`src/hw/uat_params.svh`:
```
// constants for the serial channel: offsets, reset values, counts
`ifndef UAT_PARAMS_SVH
`define UAT_PARAMS_SVH
// ----------------------------------------
// register byte addresses
// ----------------------------------------
`define UAT_A_DATA 8'h00
`define UAT_A_IER  8'h04
`define UAT_A_ISR  8'h08
`define UAT_A_LCR  8'h0C
`define UAT_A_MCR  8'h10
`define UAT_A_LSR  8'h14
`define UAT_A_DIV  8'h18
`define UAT_A_EFR  8'h1C
// ----------------------------------------
// reset values
// ----------------------------------------
`define UAT_LCR_RST 8'h03
`define UAT_DIV_RST 16'h0001
// ----------------------------------------
// timing and sizes
// ----------------------------------------
`define UAT_SUB_LAST 4'hF
`define UAT_SUB_MID  4'h7
`define UAT_PRE_LAST 2'h3
`define UAT_DEPTH    8'h80
`define UAT_TMO_BASE 11'h0C0
`define UAT_TRIG0    8'h08
`define UAT_TRIG1    8'h10
`define UAT_TRIG2    8'h38
`define UAT_TRIG3    8'h3C
`endif

```
`src/hw/uat_pkg.sv`:
```
// types of the serial channel: machine states and the state record
package uat_pkg;
	typedef enum logic [2:0] {TX_IDLE, TX_START, TX_DATA, TX_PAR,
		TX_STOP} uat_tx_t;
	typedef enum logic [2:0] {RX_IDLE, RX_START, RX_DATA, RX_PAR,
		RX_STOP} uat_rx_t;
	typedef struct packed {
		logic [127:0][7:0]  txm;
		logic [6:0]         txw, txr;
		logic [7:0]         txc;
		logic [127:0][10:0] rxm;
		logic [6:0]         rxw, rxr;
		logic [7:0]         rxc;
		logic [7:0]         interrupt_mask_register, line_format_register, modem_control_register, fifo_setup_register, enhanced_feature_register;
		logic [15:0]        div, bcnt;
		logic [1:0]         pre;
		logic               tick;
		logic               rx1, rx2, rxp, ct1, ct2, ctp;
		uat_tx_t            ts;
		logic [3:0]         tsub;
		logic [2:0]         tn;
		logic [7:0]         tsh;
		logic               tpar, tx;
		uat_rx_t            rs;
		logic [3:0]         rsub;
		logic [2:0]         rn;
		logic [7:0]         rsh;
		logic               rpar;
		logic [10:0]        tmo;
		logic               tmof, ovr, rts_n, rcf, irq;
		logic [31:0]        prdata;
		logic               pready, pslverr;
	} uat_state_t;
endpackage : uat_pkg

```
`src/hw/uat_top.sv`:
```
// serial channel: transmit, receive, auto rts/cts, apb registers
//
// Local design decisions: the register offsets and the APB register port.
`include "uat_params.svh"
`timescale 1ns/100ps
`default_nettype none
module uat_top (
	input  wire logic        pclk,
	input  wire logic        presetn,
	input  wire logic        psel,
	input  wire logic        penable,
	input  wire logic        pwrite,
	input  wire logic [7:0]  paddr,
	input  wire logic [31:0] pwdata,
	output logic      [31:0] prdata,
	output logic             pready,
	output logic             pslverr,
	input  wire logic        rx,
	input  wire logic        cts_n,
	output logic             tx,
	output logic             rts_n,
	output logic             irq
);
	// ----------------------------------------
	// helpers
	// ----------------------------------------
	function automatic logic [7:0] uat_trig(input logic [1:0] sel);
		case (sel)
			2'h0: return `UAT_TRIG0;
			2'h1: return `UAT_TRIG1;
			2'h2: return `UAT_TRIG2;
			default: return `UAT_TRIG3;
		endcase
	endfunction : uat_trig

	function automatic logic [7:0] uat_mask(input logic [1:0] len);
		return 8'hFF >> (2'h3 - len);
	endfunction : uat_mask

	function automatic logic [10:0] uat_lim(input logic [7:0] l);
		logic [3:0] wl;
		wl = 4'h7 + {2'h0, l[1:0]} + {3'h0, l[3]} + {3'h0, l[2]};
		return {1'b0, wl, 6'h0} + `UAT_TMO_BASE;
	endfunction : uat_lim

	uat_pkg::uat_state_t s, n;
	logic       acc, wr, rd, rx_pop, rstop, autorts, pend;
	logic [7:0] cap, up, lo, line_state_register, interrupt_source_register;

	assign acc = psel & penable & s.pready;
	assign wr = acc & pwrite;
	assign rd = acc & ~pwrite;
	assign cap = s.fifo_setup_register[0] ? `UAT_DEPTH : 8'h01;
	assign rx_pop = rd && paddr == `UAT_A_DATA && s.rxc != 8'h00;
	assign rstop = s.rs == uat_pkg::RX_STOP && s.tick
		&& s.rsub == `UAT_SUB_LAST;
	assign autorts = s.enhanced_feature_register[6] & s.modem_control_register[1];
	// hysteresis: the trigger levels either side of the selected one; fifo depth above the top level, zero below the bottom
	assign up = s.fifo_setup_register[7:6] == 2'h3 ? `UAT_DEPTH
		: uat_trig(s.fifo_setup_register[7:6] + 2'h1);
	assign lo = s.fifo_setup_register[7:6] == 2'h0 ? 8'h00
		: uat_trig(s.fifo_setup_register[7:6] - 2'h1);
	assign line_state_register = {1'b0,
		s.txc == 8'h00 && s.ts == uat_pkg::TX_IDLE,
		s.txc == 8'h00,
		s.rxc != 8'h00 ? s.rxm[s.rxr][10:8] : 3'h0,
		s.ovr, s.rxc != 8'h00};
	assign pend = (s.interrupt_mask_register[1] & line_state_register[5]) | s.rcf | (s.interrupt_mask_register[0] & s.tmof)
		| (s.interrupt_mask_register[0] & (s.fifo_setup_register[0] ? s.rxc >= uat_trig(s.fifo_setup_register[7:6])
		: s.rxc != 8'h00));
	assign interrupt_source_register = {2'h0, s.rcf, 1'b0, s.interrupt_mask_register[0] & s.tmof,
		s.interrupt_mask_register[0] & (s.fifo_setup_register[0] ? s.rxc >= uat_trig(s.fifo_setup_register[7:6])
		: s.rxc != 8'h00),
		s.interrupt_mask_register[1] & line_state_register[5], ~pend};

	// ----------------------------------------
	// next state
	// ----------------------------------------
	always_comb begin
		logic       tpush, tpop, rpush, pe;
		logic [7:0] d, rv;
		logic       hit;
		pe = 1'b0;
		n = s;
		tpush = 1'b0;
		tpop = 1'b0;
		rpush = 1'b0;
		d = 8'h00;
		rv = 8'h00;
		hit = 1'b1;
		n.tick = 1'b0;
		n.pready = psel & ~penable;
		n.rx1 = rx;
		n.rx2 = s.rx1;
		n.rxp = s.rx2;
		n.ct1 = cts_n;
		n.ct2 = s.ct1;
		n.ctp = s.ct2;
		// baud: prescale then divide; divisor zero acts as one
		pe = s.modem_control_register[7] ? s.pre == `UAT_PRE_LAST : 1'b1;
		n.pre = s.pre + 2'h1;
		if (pe) begin
			if (s.div == 16'h0000 || s.bcnt >= s.div - 16'h0001) begin
				n.bcnt = 16'h0000;
				n.tick = 1'b1;
			end else begin
				n.bcnt = s.bcnt + 16'h0001;
			end
		end
		// register read data is captured in the setup cycle
		case (paddr)
			`UAT_A_DATA: rv = s.rxm[s.rxr][7:0];
			`UAT_A_IER:  rv = s.interrupt_mask_register;
			`UAT_A_ISR:  rv = interrupt_source_register;
			`UAT_A_LCR:  rv = s.line_format_register;
			`UAT_A_MCR:  rv = s.modem_control_register;
			`UAT_A_LSR:  rv = line_state_register;
			`UAT_A_DIV:  rv = 8'h00;
			`UAT_A_EFR:  rv = s.enhanced_feature_register;
			default:     hit = 1'b0;
		endcase
		if (psel & ~penable) begin
			n.prdata = paddr == `UAT_A_DIV ? {16'h0000, s.div}
				: {24'h000000, rv};
			n.pslverr = ~hit;
		end
		if (wr) begin
			case (paddr)
				`UAT_A_DATA: tpush = s.txc < cap;
				`UAT_A_IER: begin
					n.interrupt_mask_register[3:0] = pwdata[3:0];
					if (s.enhanced_feature_register[4]) begin
						n.interrupt_mask_register[7:4] = pwdata[7:4];
					end
				end
				`UAT_A_ISR: n.fifo_setup_register = pwdata[7:0] & 8'hF9;
				`UAT_A_LCR: n.line_format_register = pwdata[7:0];
				`UAT_A_MCR: n.modem_control_register = pwdata[7:0];
				`UAT_A_DIV: n.div = pwdata[15:0];
				`UAT_A_EFR: n.enhanced_feature_register = pwdata[7:0];
				default: n.pslverr = s.pslverr;
			endcase
		end
		if (tpush) begin
			n.txm[s.txw] = pwdata[7:0];
			n.txw = s.txw + 7'h01;
		end
		// ----------------------------------------
		// transmitter
		// ----------------------------------------
		if (s.tick) begin
			n.tsub = s.tsub + 4'h1;
		end
		case (s.ts)
			uat_pkg::TX_IDLE: begin
				n.tx = 1'b1;
				n.tsub = 4'h0;
				// cts is only looked at between characters
				if (s.tick && s.txc != 8'h00
						&& !(s.enhanced_feature_register[7] && s.ct2)) begin
					d = s.txm[s.txr] & uat_mask(s.line_format_register[1:0]);
					tpop = 1'b1;
					n.tsh = d;
					n.tpar = s.line_format_register[4] ? ^d : ~^d;
					n.tn = 3'h0;
					n.tx = 1'b0;
					n.ts = uat_pkg::TX_START;
				end
			end
			uat_pkg::TX_START: if (s.tick && s.tsub == `UAT_SUB_LAST) begin
				n.tx = s.tsh[0];
				n.ts = uat_pkg::TX_DATA;
			end
			uat_pkg::TX_DATA: if (s.tick && s.tsub == `UAT_SUB_LAST) begin
				if (s.tn == {1'b0, s.line_format_register[1:0]} + 3'h4) begin
					n.tn = 3'h0;
					n.tx = s.line_format_register[3] ? s.tpar : 1'b1;
					n.ts = s.line_format_register[3] ? uat_pkg::TX_PAR : uat_pkg::TX_STOP;
				end else begin
					n.tsh = s.tsh >> 1;
					n.tx = s.tsh[1];
					n.tn = s.tn + 3'h1;
				end
			end
			uat_pkg::TX_PAR: if (s.tick && s.tsub == `UAT_SUB_LAST) begin
				n.tx = 1'b1;
				n.ts = uat_pkg::TX_STOP;
			end
			uat_pkg::TX_STOP: if (s.tick && s.tsub == `UAT_SUB_LAST) begin
				if (s.line_format_register[2] && s.tn == 3'h0) begin
					n.tn = 3'h1;
				end else begin
					n.ts = uat_pkg::TX_IDLE;
				end
			end
			default: n.ts = uat_pkg::TX_IDLE;
		endcase
		if (tpop) begin
			n.txr = s.txr + 7'h01;
		end
		n.txc = s.txc + {7'h00, tpush} - {7'h00, tpop};
		// ----------------------------------------
		// receiver
		// ----------------------------------------
		if (s.tick) begin
			n.rsub = s.rsub + 4'h1;
		end
		case (s.rs)
			uat_pkg::RX_IDLE: begin
				n.rsub = 4'h0;
				if (s.rxp && !s.rx2) begin
					n.rs = uat_pkg::RX_START;
				end
			end
			uat_pkg::RX_START: if (s.tick && s.rsub == `UAT_SUB_MID) begin
				n.rsub = 4'h0;
				n.rn = 3'h0;
				// a glitch shorter than half a bit is not a start
				n.rs = s.rx2 ? uat_pkg::RX_IDLE
					: uat_pkg::RX_DATA;
			end
			uat_pkg::RX_DATA: if (s.tick && s.rsub == `UAT_SUB_LAST) begin
				n.rsh = {s.rx2, s.rsh[7:1]};
				n.rn = s.rn + 3'h1;
				if (s.rn == {1'b0, s.line_format_register[1:0]} + 3'h4) begin
					n.rs = s.line_format_register[3] ? uat_pkg::RX_PAR : uat_pkg::RX_STOP;
				end
			end
			uat_pkg::RX_PAR: if (s.tick && s.rsub == `UAT_SUB_LAST) begin
				n.rpar = s.rx2;
				n.rs = uat_pkg::RX_STOP;
			end
			uat_pkg::RX_STOP: if (rstop) begin
				n.rs = uat_pkg::RX_IDLE;
				rpush = s.rxc < cap || rx_pop;
				n.ovr = s.ovr | ~rpush;
			end
			default: n.rs = uat_pkg::RX_IDLE;
		endcase
		if (rpush) begin
			d = s.rsh >> (2'h3 - s.line_format_register[1:0]);
			n.rxm[s.rxw] = {d == 8'h00 && !s.rx2, !s.rx2,
				s.line_format_register[3] && (s.rpar != (s.line_format_register[4] ? ^d : ~^d)), d};
			n.rxw = s.rxw + 7'h01;
		end
		if (rx_pop) begin
			n.rxr = s.rxr + 7'h01;
		end
		n.rxc = s.rxc + {7'h00, rpush} - {7'h00, rx_pop};
		// a new overrun in the cycle of the clearing read still sets
		if (rd && paddr == `UAT_A_LSR) begin
			n.ovr = n.ovr & ~(s.ovr & s.prdata[1] & ~(rstop & ~rpush));
		end
		// receive timeout counts ticks while data waits unread
		if (s.rxc == 8'h00 || rpush || rx_pop) begin
			n.tmo = 11'h000;
			n.tmof = 1'b0;
		end else if (s.tick && !s.tmof) begin
			n.tmo = s.tmo + 11'h001;
			n.tmof = s.tmo + 11'h001 >= uat_lim(s.line_format_register);
		end
		if (wr && paddr == `UAT_A_ISR) begin
			if (pwdata[1] || pwdata[0] != s.fifo_setup_register[0]) begin
				n.rxw = 7'h00;
				n.rxr = 7'h00;
				n.rxc = 8'h00;
			end
			if (pwdata[2] || pwdata[0] != s.fifo_setup_register[0]) begin
				n.txw = 7'h00;
				n.txr = 7'h00;
				n.txc = 8'h00;
			end
		end
		// ----------------------------------------
		// flow control and status flag
		// ----------------------------------------
		if (!autorts) begin
			n.rts_n = ~s.modem_control_register[1];
		end else if (s.rxc >= up) begin
			n.rts_n = 1'b1;
		end else if (s.rxc <= lo) begin
			n.rts_n = 1'b0;
		end
		// clear only what the read returned; a new event still sets
		if (rd && paddr == `UAT_A_ISR) begin
			n.rcf = s.rcf & ~s.prdata[5];
		end
		if ((n.rts_n && !s.rts_n && s.interrupt_mask_register[6])
				|| (s.ct2 && !s.ctp && s.interrupt_mask_register[7])) begin
			n.rcf = 1'b1;
		end
		n.irq = pend;
	end

	always_ff @(posedge pclk or negedge presetn) begin
		if (!presetn) begin
			s <= '0;
			s.line_format_register <= `UAT_LCR_RST;
			s.div <= `UAT_DIV_RST;
			s.tx <= 1'b1;
			s.rts_n <= 1'b1;
			s.rx1 <= 1'b1;
			s.rx2 <= 1'b1;
			s.rxp <= 1'b1;
			s.ct1 <= 1'b1;
			s.ct2 <= 1'b1;
			s.ctp <= 1'b1;
		end else begin
			s <= n;
		end
	end

	assign prdata = s.prdata;
	assign pready = s.pready;
	assign pslverr = s.pslverr;
	assign tx = s.tx;
	assign rts_n = s.rts_n;
	assign irq = s.irq;

	logic tpop_seen;
	assign tpop_seen = s.ts == uat_pkg::TX_IDLE
		&& n.ts == uat_pkg::TX_START;
endmodule : uat_top
`default_nettype wire

```
`config.mk`:
```
export PLATFORM = sky130hd
export DESIGN_NAME = uat_top
export DESIGN_NICKNAME = d
export VERILOG_FILES = /design/src/hw/uat_pkg.sv /design/src/hw/uat_top.sv
export VERILOG_INCLUDE_DIRS = /design/src /design/src/hw
export SDC_FILE = /design/constraint.sdc
export NUM_CORES = 2
export LEC_CHECK = 0
export BUFFER_PORTS_ARGS = -buffer_cell sky130_fd_sc_hd__clkbuf_2
export CAP_MARGIN = 20
export CORE_AREA = 2 2 698 700
export CTS_BUF_LIST = sky130_fd_sc_hd__clkbuf_8 sky130_fd_sc_hd__clkbuf_16
export DETAILED_ROUTE_END_ITERATION = 7
export DIE_AREA = 0 0 700 702
export SYNTH_ARGS = -nofsm -noshare
export SYNTH_HDL_FRONTEND = slang
export SYNTH_SLANG_ARGS = --single-unit
```
`constraint.sdc`:
```
create_clock -name pclk -period 9.5 [get_ports pclk]
set_input_delay 1.9 -clock pclk [delete_from_list [all_inputs] [get_ports pclk]]
set_output_delay 1.9 -clock pclk [all_outputs]
set_load 0.01 [all_outputs]
```
==> run_results.csv <==
group,metric,value,unit
routing,drt-total-wl,326000,um
finish,final_core_utilization,0.282,
synth,synth.avg_cell_area,11.9,um2
run,drv_cap,0,
finish,final_common_cell,"dfrtp_1",
finish,multi_input_area,51300,um2
clock_tree,clkLatencyLatePin,0.85,ns
power,powerDensity,174,nW/um2
global_routing,grt_max_degree,189,
synth,synthFlopType,"dfrtp_1",
hold_path,hp-class,"flop to flop",
finish,finalNonFillerCells,16400,
floorplanning,die_w,700,um
global_routing,grt_pass1_wl,500000,um
synth,async_reset_ff_frac,1.00,
routing,route.detailed.drc,0,
place,dp_hpwl,201000,um
global_routing,grt_use_met2,0.201,
routing,first_pass_iters,6,
timing,slew_viol_final,0,
timing,rsz0062_at_grt,"false",
setup_path,start_kind,"input pin",
timing,timing.slew.headroom,0.197,
global_routing,grtUsageMet1,0.186,
timing,timing.fmax,168,MHz
synth,yosysSeqAreaShare,0.544,
timing,fin_crit,5.95,ns
place,gp_congestion,0.815,
global_routing,grt_busiest_layer,"met2",
global_routing,grt_pass1_vias,77100,
setup_path,cpPeakStageDelay,0.62,ns
setup_path,required,10.25,ns
floorplanning,ioPinCount,84,
routing,final_antenna_net_count,0,
finish,n_fill_cell,49700,
setup_path,critPathTopFamily,"simple AND/OR/NAND/NOR gates",
clock_tree,cts_sinks,2625,
global_routing,grt_use_total,0.130,
global_routing,grtUsageMet3,0.0203,
setup_path,cp_slowest_cell,"nor2_2",
synth,synth_enable_flop_cells,0,
routing,wl_per_cell,19.8,um
clock_tree,cts.root.buffer_cell,"clkbuf_16",
clock_tree,cts_tree,"yes",
setup_path,critPathBufInv,4,
clock_tree,postCtsHoldBufs,0,
setup_path,worst-path-max-fanout,22,
setup_path,cp_cell_sequence,"clkbuf_2 -> or4_1 -> or3_1 -> nand2b_4 -> nor2_4 -> o21bai_2 -> buf_4 -> nor2_2 -> buf_4 -> and2_1 -> buf_4 -> nand2_1 -> o21ai_0",
global_routing,antenna_found_initial,4,
synth,synth_seq_cells,2625,
timing,skew,0.0734,ns
place,portBuffers,51,
clock_tree,htreeDepth,5,
timing,finalHoldViolCount,0,
synth,synth_cell_types,84,
synth,syn_inst,10100,
place,numPlacedInstances,15900,
floorplanning,die_area,491000,um2
finish,area_growth,13.0,%
global_routing,grt_overflow,0,
power,total_power,23.8,mW
finish,finalNetCount,9911,
floorplanning,core_area,484000,um2
clock_tree,cts_max_path_buffers,4,
routing,num_vias,77700,
clock_tree,clk_pin_slew,0.07,ns
timing,fin_setup_tns,0,ns
floorplanning,die_y,702,um
finish,seqCellArea,65700,um2
status,status,"complete, no violations",
power,cellLeakagePower,60.2,nW
power,ir_worst_vdd,0.147,mV
timing,whs,0.355,ns
clock_tree,cts_post_setup_buffers_inserted,0,
setup_path,end_kind,"flop",
finish,layout_common_cells,"dfrtp_1 (2606), nand2_1 (1614), o21ai_0 (1372)",
floorplanning,num_rows,256,
floorplanning,initial_utilization,0.249,
setup_path,critPathArrivalTime,6.70,ns
routing,drt_iter0_markers,6607,
clock_tree,cts_resized,0,
synth,syn_area,121000,um2
timing,period_share,0.626,
setup_path,cp_common_cell,"buf_4",
finish,drive_above_1_share,0.245,
clock_tree,cts_made_buffers,285,
setup_path,path_class,"input pin to flop",
timing,tightest_slew,1.19,ns
synth,yosysWarningCount,0,
routing,routed_via_density,4.73,
timing,final-setup-viol-count,0,
[metal layers]
layer | up-vias | part of all wire
met5 | - | 0
met4 | 0 | 0.031
met2 | 1822 | 0.45
met1 | 40200 | 0.46
met3 | 489 | 0.053
li1 | 35200 | -
[per-stage QoR]
| step | instance area (um2) | setup WS [ns] |
|---|---|---|
| floorplan | 121000 | 4.03 |
| global route | 136000 | 3.46 |
| finish | 136000 | 3.55 |
| global placement | 127000 | 2.72 |
| detailed placement | 127000 | 2.71 |
| CTS | 136000 | 3.60 |
[synth_stat cells (all sizes together), types with 9 or more instances]
library cell	number	area, um2
a21o	21	158
mux2	1320	14900
mux4	415	9350
o221ai	118	1030
or2	10	62.6
or3	12	75.1
buf	196	1130
nand3	76	398
and3	14	87.6
nand4	20	144
dfstp	11	289
a22oi	43	323
dfrtp	2614	65400
ha	91	1140
a211oi	52	390
clkbuf	670	2520
xor2	43	377
nand2	1629	6150
and2	21	131
mux2i	370	3700
nor2	276	1660
inv	58	218
nand2b	24	158
o21bai	9	71.3
o22ai	116	726
nor2b	30	188
a21oi	277	1390
xnor2	56	490
nor3	50	262
o21ai	1381	6910
nor4	13	87.6
a221oi	13	114
[final timing paths]
kind / start / endpoint / slack (ns) / cells past startpoint
max: paddr[1] / s[387] / 3.55 / 13
min: n[93] / n[92] / 0.35 / 0
max reg2reg: s[1609] / s[70] / 4.33 / 11
min reg2reg: n[93] / n[92] / 0.35 / 0
max in group asynchronous: presetn / s[1716] / 6.24 / 3
min in group asynchronous: presetn / s[41] / 1.05 / 1
[logic make-up (layout without fill, tap and decap cells)]
family,Yosys count,count (layout),synth area share
buffers and inverters,926,752,0.0321
other,1,18,0.0000311
DFF,2625,2625,0.544
and+or+nand+nor,2188,2188,0.0788
adders and majority gates,94,94,0.00993
xor gates and xnor gates,99,99,0.00718
AOI/OAI and AO/OA,2086,2086,0.0962
muxes,2105,2105,0.231
[power by group]
| part | internal [mW] | switching, mW | leakage [nW] | total (mW) |
|---|---|---|---|---|
| registers | 11.3 | 0.0957 | 36.5 | 11.3 |
| clock network | 6.59 | 4.57 | 4.87 | 11.2 |
| logic | 0.410 | 0.882 | 18.8 | 1.29 |
[flip-flops by register name (all words and copies together), names as in the netlist]
register,flops
interrupt_source_register,1
prdata,16
irq,1
rts_n,1
pready,1
pslverr,1
line_state_register,1
n,4
s,2598
tx,1
[area by class of cell]
class,count,share of cell area
antenna,1,0.0000183
clock buffer,352,0.0599
clock inverter,131,0.00828
inverter,60,0.00181
multi-input combinational,6589,0.376
sequential,2625,0.482
tap,6450,0.0592
timing repair buffer,209,0.0130
(Power assumes the default switching activity.)
